<file path="src/bcd_consts.svh">
`ifndef BCD_CONSTS_SVH
`define BCD_CONSTS_SVH

// ----------------------------------------------------------------
// interface command codes, 7-bit
// ----------------------------------------------------------------
`define BCD_CMD_GO_LOCAL     7'h01
`define BCD_CMD_SEL_CLEAR    7'h04
`define BCD_CMD_GROUP_TRIG   7'h08
`define BCD_CMD_LOCKOUT      7'h11
`define BCD_CMD_DEV_CLEAR    7'h14
`define BCD_CMD_UNLISTEN     7'h3f
`define BCD_CMD_UNTALK       7'h5f

// ----------------------------------------------------------------
// address groups: code[6:5] selects group, code[4:0] the address
// ----------------------------------------------------------------
`define BCD_GRP_MSB          6
`define BCD_GRP_LSB          5
`define BCD_ADDR_MSB         4
`define BCD_GRP_LISTEN       2'h1
`define BCD_GRP_TALK         2'h2

// ----------------------------------------------------------------
// pin vector layout after synchronising
// ----------------------------------------------------------------
`define BCD_PIN_W            12
`define BCD_PIN_REN          0
`define BCD_PIN_IFC          1
`define BCD_PIN_ATN          2
`define BCD_PIN_DAV          3
`define BCD_PIN_DIO_LSB      4
`define BCD_PIN_RST_VAL      12'hfff

`endif

</file>
<file path="src/bcd_pkg.sv">
package bcd_pkg;

  typedef enum logic [0:0] {
    BCD_ST_IDLE   = 1'b0,
    BCD_ST_ACCEPT = 1'b1
  } bcd_hs_state_e;

  typedef logic [7:0] bcd_byte_t;

endpackage : bcd_pkg

</file>
<file path="src/bcd_decoder.sv">
`timescale 1ns/100ps
`include "bcd_consts.svh"

module bcd_decoder (
  input  wire logic       clk,
  input  wire logic       rst,
  input  wire logic [7:0] dio_n_pin,
  input  wire logic       dav_n_pin,
  input  wire logic       atn_n_pin,
  input  wire logic       ifc_n_pin,
  input  wire logic       ren_n_pin,
  output logic            nrfd_n_o,
  output logic            nrfd_oe,
  output logic            ndac_n_o,
  output logic            ndac_oe,
  input  wire logic [4:0] primary_addr,
  input  wire logic       parser_ready,
  output logic [7:0]      parser_data,
  output logic            parser_valid,
  output logic            listen_q,
  output logic            talk_q,
  output logic            talk_en,
  output logic            remote_q,
  output logic            lockout_q,
  output logic            trigger_q,
  output logic            dev_clear_q
);

  // ----------------------------------------------------------------
  // pin synchronisers
  // ----------------------------------------------------------------
  logic [`BCD_PIN_W-1:0] pin_raw;
  logic [`BCD_PIN_W-1:0] sync1_q;
  logic [`BCD_PIN_W-1:0] sync2_q;
  logic [`BCD_PIN_W-1:0] sync3_q;
  logic [`BCD_PIN_W-1:0] pin_q;

  assign pin_raw = {dio_n_pin, dav_n_pin, atn_n_pin, ifc_n_pin, ren_n_pin};

  always_ff @(posedge clk) begin
    if (rst) begin
      sync1_q <= `BCD_PIN_RST_VAL;
      sync2_q <= `BCD_PIN_RST_VAL;
      sync3_q <= `BCD_PIN_RST_VAL;
    end else begin
      sync1_q <= pin_raw;
      sync2_q <= sync1_q;
      sync3_q <= sync2_q;
    end
  end

  // a change counts only once two stages agree, filtering one-cycle glitches
  genvar gi;
  generate
    for (gi = 0; gi < `BCD_PIN_W; gi = gi + 1) begin : g_filt
      always_ff @(posedge clk) begin
        if (rst) begin
          pin_q[gi] <= 1'b1;
        end else if (sync2_q[gi] == sync3_q[gi]) begin
          pin_q[gi] <= sync3_q[gi];
        end
      end
    end
  endgenerate

  // bus lines are low-true
  logic            ren;
  logic            ifc;
  logic            atn;
  logic            dav;
  bcd_pkg::bcd_byte_t dio;
  logic            ren_prev_q;

  assign ren = ~pin_q[`BCD_PIN_REN];
  assign ifc = ~pin_q[`BCD_PIN_IFC];
  assign atn = ~pin_q[`BCD_PIN_ATN];
  assign dav = ~pin_q[`BCD_PIN_DAV];
  assign dio = ~pin_q[`BCD_PIN_W-1:`BCD_PIN_DIO_LSB];

  always_ff @(posedge clk) begin
    if (rst) begin
      ren_prev_q <= 1'b0;
    end else begin
      ren_prev_q <= ren;
    end
  end

  // ----------------------------------------------------------------
  // acceptor handshake
  // ----------------------------------------------------------------
  bcd_pkg::bcd_hs_state_e hs_q;
  logic participate;
  logic ready_now;
  logic take;

  // unaddressed during data, the device stays off the handshake lines
  assign participate = atn | listen_q;
  // parser back-pressure holds ready-for-data false on data bytes only
  assign ready_now = participate & (atn | parser_ready);
  assign take = (hs_q == bcd_pkg::BCD_ST_IDLE) & ready_now & dav & ~ifc;

  always_ff @(posedge clk) begin
    if (rst) begin
      hs_q <= bcd_pkg::BCD_ST_IDLE;
    end else begin
      unique case (hs_q)
        bcd_pkg::BCD_ST_IDLE: begin
          if (take) begin
            hs_q <= bcd_pkg::BCD_ST_ACCEPT;
          end
        end
        bcd_pkg::BCD_ST_ACCEPT: begin
          if (!dav) begin
            hs_q <= bcd_pkg::BCD_ST_IDLE;
          end
        end
      endcase
    end
  end

  // open-drain: only ever pull low
  assign nrfd_n_o = 1'b0;
  assign ndac_n_o = 1'b0;
  assign nrfd_oe  = (hs_q == bcd_pkg::BCD_ST_ACCEPT) | (participate & ~ready_now);
  assign ndac_oe  = (hs_q == bcd_pkg::BCD_ST_IDLE) & participate;

  // ----------------------------------------------------------------
  // command decode
  // ----------------------------------------------------------------
  function automatic logic is_code(input bcd_pkg::bcd_byte_t b, input logic [6:0] code);
    is_code = (b[6:0] == code);
  endfunction : is_code

  function automatic logic is_grp(input bcd_pkg::bcd_byte_t b, input logic [1:0] grp);
    is_grp = (b[`BCD_GRP_MSB:`BCD_GRP_LSB] == grp);
  endfunction : is_grp

  logic cmd;
  logic own_addr;
  logic c_unl;
  logic c_unt;
  logic c_lag;
  logic c_tag;

  assign cmd      = take & atn;
  assign own_addr = (dio[`BCD_ADDR_MSB:0] == primary_addr);
  assign c_unl    = cmd & is_code(dio, `BCD_CMD_UNLISTEN);
  assign c_unt    = cmd & is_code(dio, `BCD_CMD_UNTALK);
  // all-ones address is unlisten or untalk, never an own address
  assign c_lag    = cmd & is_grp(dio, `BCD_GRP_LISTEN) & ~c_unl;
  assign c_tag    = cmd & is_grp(dio, `BCD_GRP_TALK) & ~c_unt;

  logic c_gtl;
  logic c_sdc;
  logic c_get;
  logic c_llo;
  logic c_dcl;

  assign c_gtl = cmd & listen_q & is_code(dio, `BCD_CMD_GO_LOCAL);
  assign c_sdc = cmd & listen_q & is_code(dio, `BCD_CMD_SEL_CLEAR);
  assign c_get = cmd & listen_q & is_code(dio, `BCD_CMD_GROUP_TRIG);
  assign c_llo = cmd & is_code(dio, `BCD_CMD_LOCKOUT);
  assign c_dcl = cmd & is_code(dio, `BCD_CMD_DEV_CLEAR);

  // ----------------------------------------------------------------
  // addressing state
  // ----------------------------------------------------------------
  always_ff @(posedge clk) begin
    if (rst || ifc) begin
      listen_q <= 1'b0;
    end else if (c_unl) begin
      listen_q <= 1'b0;
    end else if (c_lag && own_addr) begin
      listen_q <= 1'b1;
    end
  end

  always_ff @(posedge clk) begin
    if (rst || ifc) begin
      talk_q <= 1'b0;
    end else if (c_unt) begin
      talk_q <= 1'b0;
    end else if (c_tag) begin
      // another talker's address takes the bus from us
      talk_q <= own_addr;
    end
  end

  // no driving while attention is true or talk address absent
  assign talk_en = talk_q & ~atn;

  // ----------------------------------------------------------------
  // remote and lockout
  // ----------------------------------------------------------------
  always_ff @(posedge clk) begin
    if (rst || ifc || !ren) begin
      remote_q <= 1'b0;
    end else if (c_gtl) begin
      remote_q <= 1'b0;
    end else if (ren && !ren_prev_q) begin
      remote_q <= 1'b1;
    end else if (c_lag && own_addr) begin
      remote_q <= 1'b1;
    end
  end

  // lockout drops with reset, interface clear, remote enable false or go-to-local while addressed to listen
  always_ff @(posedge clk) begin
    if (rst || ifc || !ren) begin
      lockout_q <= 1'b0;
    end else if (c_gtl) begin
      lockout_q <= 1'b0;
    end else if (c_llo) begin
      lockout_q <= 1'b1;
    end
  end

  // ----------------------------------------------------------------
  // event pulses
  // ----------------------------------------------------------------
  always_ff @(posedge clk) begin
    if (rst) begin
      trigger_q   <= 1'b0;
      dev_clear_q <= 1'b0;
    end else begin
      trigger_q   <= c_get;
      dev_clear_q <= c_sdc | c_dcl;
    end
  end

  // ----------------------------------------------------------------
  // device-dependent data to parser
  // ----------------------------------------------------------------
  always_ff @(posedge clk) begin
    if (rst) begin
      parser_data  <= 8'h00;
      parser_valid <= 1'b0;
    end else begin
      parser_valid <= take & ~atn & listen_q;
      if (take && !atn && listen_q) begin
        parser_data <= dio;
      end
    end
  end

endmodule : bcd_decoder

</file>
<file path="config.mk">
export PLATFORM = sky130hd
export DESIGN_NAME = bcd_decoder
export DESIGN_NICKNAME = d
export VERILOG_FILES = /design/src/bcd_pkg.sv /design/src/bcd_decoder.sv
export VERILOG_INCLUDE_DIRS = /design/src
export SDC_FILE = /design/constraint.sdc
export NUM_CORES = 1
export LEC_CHECK = 0
export BUFFER_PORTS_ARGS = -buffer_cell sky130_fd_sc_hd__buf_2
export CORE_MARGIN = 2
export CORE_UTILIZATION = 58
export DETAILED_ROUTE_END_ITERATION = 10
export HOLD_SLACK_MARGIN = 0.1
export MAX_ROUTING_LAYER = met4
export PLACE_DENSITY = 0.82
export SYNTH_ARGS = -nofsm -noshare
export SYNTH_HDL_FRONTEND = slang
export SYNTH_SLANG_ARGS = --single-unit
</file>
<file path="constraint.sdc">
create_clock -name clk -period 3.7 [get_ports clk]
set_input_delay 0.74 -clock clk [delete_from_list [all_inputs] [get_ports clk]]
set_output_delay 0.74 -clock clk [all_outputs]
set_load 0.1 [all_outputs]
</file>
After elaboration in Yosys (flattened, before gate mapping)
Cells that the tools add are included.
Cells by class
  equal/unequal tests: 22
  multiplexer cells: 5
  bitwise operators: 35
  reduce and logical (&&, ||, !) cells: 11
Operator list (count)
  1-bit bitwise AND: 22
  7-bit by 5-bit == test with 1-bit output, second input constant: 2
  1-bit == test: 12
  1-bit NOT: 8
  8-bit NOT: 1
  7-bit by 1-bit == test with 1-bit output, second input constant: 1
  7-bit by 3-bit == test with 1-bit output, second input constant: 1
  7-bit by 4-bit == test with 1-bit output, second input constant: 1
  7-bit by 6-bit == test with 1-bit output, second input constant: 1
  7-bit == test, second input constant: 1
  2-bit OR reduction: 3
  5-bit == test: 1
  1-bit logical AND: 4
  1-bit two-way mux: 4
  1-bit OR: 4
  2-bit by 1-bit == test with 1-bit output, second input constant: 1
  2-bit == test, second input constant: 1
  1-bit logical OR: 2
  1-bit one-hot mux with 2 select lines: 1
  2-bit nonzero test: 1
  1-bit zero test: 1
Storage, ports and cells
  flip-flop bits (word level): 65
  bits of input ports: 20
  output and inout bits: 20
  logic and storage cells: 98

Depth between registers and ports, before layout
  depth in word-level cells: 13
  gate-level depth with buffers: 5
  mapped depth without buffers: 4

Worst setup path before layout
OpenSTA, ideal clock, no wires.
  kind: register to output
  from: reg listen_q
  to: out ndac_oe
  data arrival time: 2.658 ns
  required time: 2.960 ns
  setup slack: 0.302 ns
  stages on the path, launching flop included: 3
  path buffers: 0
  cells stage by stage: dfxtp_1 -> inv_1 -> a21oi_1
Between the ends
  longest elaborated chain between the ends: 2
RTL lines
  from (decl): RTL line bcd_decoder.sv:20  | output logic listen_q,
  from (signal assigned): RTL line bcd_decoder.sv:170  | listen_q <= 1'b0;
  from (signal assigned): RTL line bcd_decoder.sv:172  | listen_q <= 1'b0;
  from (signal assigned): RTL line bcd_decoder.sv:174  | listen_q <= 1'b1;
  1-bit OR: RTL line bcd_decoder.sv:97  | assign participate = atn | listen_q;
  1-bit bitwise AND: RTL line bcd_decoder.sv:125  | assign ndac_oe = (hs_q == bcd_pkg::BCD_ST_IDLE) & participate;
  to (decl): RTL line bcd_decoder.sv:15  | output logic ndac_oe,
No other way between the ends.

Worst setup path after layout
  from: reg pin_q[2]
  to: out nrfd_oe
Between the ends
  longest elaborated chain between the ends: 6
  elaborated cells between the ends (all ways): 7
  those cells by class: 7 x bitwise
RTL lines
  from (decl): RTL line bcd_decoder.sv:36  | logic [`BCD_PIN_W-1:0] pin_q;
  from (signal, indexed assignment): RTL line bcd_decoder.sv:60  | pin_q[gi] <= sync3_q[gi];
  1-bit NOT (*): RTL line bcd_decoder.sv:76  | assign atn = ~pin_q[`BCD_PIN_ATN];
  1-bit OR, on equally long branches: RTL line bcd_decoder.sv:97, bcd_decoder.sv:99
  1-bit bitwise AND: RTL line bcd_decoder.sv:99  | assign ready_now = participate & (atn | parser_ready);
  1-bit NOT: RTL line bcd_decoder.sv:124  | assign nrfd_oe = (hs_q == bcd_pkg::BCD_ST_ACCEPT) | (participate & ~ready_now);
  1-bit bitwise AND (*): RTL line bcd_decoder.sv:124
  1-bit OR (*): RTL line bcd_decoder.sv:124
  to (decl): RTL line bcd_decoder.sv:13  | output logic nrfd_oe,
Mark *: on every way between the ends. The rest lies on a longest branch, timed or not.

==> flow_summary_export.csv <==
group,metric,value,unit
place,place_inst,301,
yosys,synth_ff_type,"dfxtp_1",
yosys,synth_seq_cells,65,
critical_path,cp.required,2.96,ns
sta,setup_tns,0,ns
clocking,cts_root_buffer,"clkbuf_8",
critical_path,rr_worst_depth,4,
drt,wirelength,3678,µm
drt,drt.antenna.violating_nets,0,
yosys,synth_cell_types,31,
critical_path,critPathArrivalTime,1.70,ns
job,max_cap_violations,0,
yosys,ys_warn_count,0,
die,fp.dieH,66.11,µm
critical_path,crit_type,"register to output port",
hold_path,min_path_cells,1,
sta,slew_violations,0,
critical_path,cp_max_fo,10,
global_route,first_global_vias,1437,
clocking,cts_buffer_depth,2,
clocking,cts_tree,"done",
power_and_ir_drop,peakVddDrop,0.3303,mV
power_and_ir_drop,total_power,1.377,mW
yosys,synth_edf_count,0,
drt,drt-initial-drc-count,137,
yosys,synth.avg_cell_area,9.769,µm²
yosys,yosysSeqAreaShare,0.5817,
yosys,async_reset_ff_frac,0,
critical_path,cp_slowest_cell,"dfxtp_1",
power_and_ir_drop,switching_share,0.1978,
finish,instances_no_fill,317,
clocking,clkTransAtPathRegs,0.06,ns
critical_path,critPathTopFamily,"flip-flops",
drt,dr.pass1.iters,4,
clocking,htreeDepth,3,
global_route,antenna_found_initial,0,
drt,post-route-drc-count,0,
global_route,grt_use_total,0.2037,
global_route,grt_start_max_net_pins,63,
finish,fin_util,0.7117,
sta,worst_slack,1.264,ns
power_and_ir_drop,p_comb_frac,0.035,
place,dpl_cell_area,0.002417,mm²
critical_path,r2r_setup_slack,1.78,ns
yosys,synth_area,0.002237,mm²
sta,post-route-min-period,2.436,ns
sta,setup_viol,0,
sta,worst_pin_slew,0.8106,ns
hold_path,hold_end,"sync2_q[4]",
yosys,synthCells,229,
place,dp_slack,1.289,ns
hold_path,min_path_type,"register to register",
finish,fin_nets,284,
sta,final.setup_skew,0.001792,ns
critical_path,r2r-start,"pin_q[1]",
clocking,cts_resized,0,
critical_path,slowest_delay,0.50,ns
hold_path,min_from,"sync1_q[4]",
finish,n_antenna_cell,0,
finish,drive_gt1_frac,0.3643,
die,die_area,0.004370,mm²
power_and_ir_drop,p_switching,0.2723,mW
drt,wl_per_cell,11.60,µm
clocking,cts_setup_buffers,0,
power_and_ir_drop,leakage,1.105,nW
finish,fin_area,0.002625,mm²
die,dieWidth,66.11,µm
sta,hold_viol,0,
critical_path,reg2reg_to,"parser_data[0]",
power_and_ir_drop,p_int,1.105,mW
clocking,hold_buffers,0,
power_and_ir_drop,p_clk_frac,0.440,
sta,rsz0062_at_grt,"no",
critical_path,critPathLaunchType,"register",
critical_path,crit_buf_inv,1,
clocking,numCtsBuffers,9,
sta,slew_headroom,0.4596,
drt,viasPerCell,5.019,
die,io_pins,40,
critical_path,cp-end-kind,"output port",
sta,timing.final.crit_share,0.6584,
global_route,grt_pass1_wl,6382,µm
place,place_congestion,0.7428,
die,start_util,0.6065,
power_and_ir_drop,p_per_area,524.6,mW/mm²
place,portBuffers,37,
die,core,0.003689,mm²
die,row_count,22,
place,dp_hpwl,2319,µm
critical_path,crit_chain,"or2b_1 -> o21bai_1 -> buf_2",
power_and_ir_drop,seq_power_share,0.525,
finish,area_growth_syn_to_layout,17.34,%
sta,holdWs,0.4062,ns
clocking,clk_latency,0.33,ns
run_status,outcome,"finished clean",
drt,via_count,1591,
sta,fmax,0.4105,GHz
clocking,clock_sinks,65,
global_route,grt_overflow,0,
==> registers in the layout, indices dropped and copies added, names as in the netlist <==
signal        flops
lockout_q         1
talk_q            1
sync2_q          12
parser_data       8
hs_q              1
dev_clear_q       1
trigger_q         1
sync1_q          12
ren_prev_q        1
listen_q          1
remote_q          1
pin_q            12
sync3_q          12
parser_valid      1
==> Yosys cell counts, drive strengths merged, types with 3 or more instances <==
library cell / count / area (µm²)
nor2: 21 / 78.83
nand2: 13 / 48.80
nor3: 3 / 15.01
dfxtp: 65 / 1301
buf: 4 / 31.27
o21bai: 13 / 97.59
or2: 44 / 275.3
inv: 3 / 11.26
clkbuf: 10 / 37.54
a21oi: 25 / 125.1
nor3b: 4 / 35.03
xnor2: 5 / 43.79
==> worst reg2reg max path: cells and delay by family (launching register included) <==
family	cells	cell delay, ns
AND/OR/NAND/NOR	3	1.31
flip-flops	1	0.41
AO/OA/AOI/OAI	1	0.12
==> layer usage <==
metal	vias up	track usage	share of wire	routed length [µm]
met4	0	0.1046	0.026	95
met3	10	0.07155	0.074	273
met1	708	0.2336	0.44	1611
li1	818	-	-	-
met2	55	0.3150	0.46	1697
met5	-	-	0	0
==> power groups by stage <==
| stage | clock (mW) | sequential, mW | combinational, mW |
|---|---|---|---|
| floorplan | 0 | 0.736 | 0.0375 |
| global placement | 0 | 0.737 | 0.0480 |
| detailed placement | 0 | 0.738 | 0.0488 |
| CTS | 0.624 | 0.722 | 0.0492 |
| global route | 0.661 | 0.724 | 0.0538 |
| finish | 0.606 | 0.723 | 0.0485 |
==> placed cells by master, fill, tap and decap left out, types with 3 or more instances in the layout <==
cell type	n
nor2_1	21
nand2_1	13
a21oi_1	25
inv_1	3
o21bai_1	13
nor3b_1	3
or2_2	43
nor3_1	3
dfxtp_1	65
buf_2	37
clkbuf_8	12
xnor2_1	5
==> cells by family after synthesis <==
| group | after synthesis | share of synthesized area |
|---|---|---|
| xor+xnor | 5 | 0.01957 |
| simple gates | 98 | 0.2450 |
| compound gates | 43 | 0.1163 |
| buf+inv | 17 | 0.03579 |
| other cells | 1 | 0.001676 |
| flops | 65 | 0.5817 |
==> area by class of cell <==
| type | instances | area, µm² |
|---|---|---|
| sequential | 65 | 1301 |
| fill | 295 | 1064 |
| multi-input combinational | 148 | 859.6 |
| timing repair buffer | 37 | 185.2 |
| clock buffer | 14 | 172.7 |
| tap | 48 | 60.06 |
| clock inverter | 2 | 35.03 |
| inverter | 3 | 11.26 |
==> worst max path at each step <==
| stage | slack (ns) | from | end | depth (start not counted) |
|---|---|---|---|---|
| global route | 1.20 | pin_q[2] | nrfd_oe | 3 |
| finish | 1.26 | pin_q[2] | nrfd_oe | 3 |
| floorplan | 0.30 | listen_q | ndac_oe | 2 |
| CTS | 1.26 | pin_q[2] | nrfd_oe | 3 |
| global placement | 1.32 | parser_ready | nrfd_oe | 4 |
| detailed placement | 1.29 | parser_ready | nrfd_oe | 4 |
No activity file was read; power rests on OpenSTA's default activity.
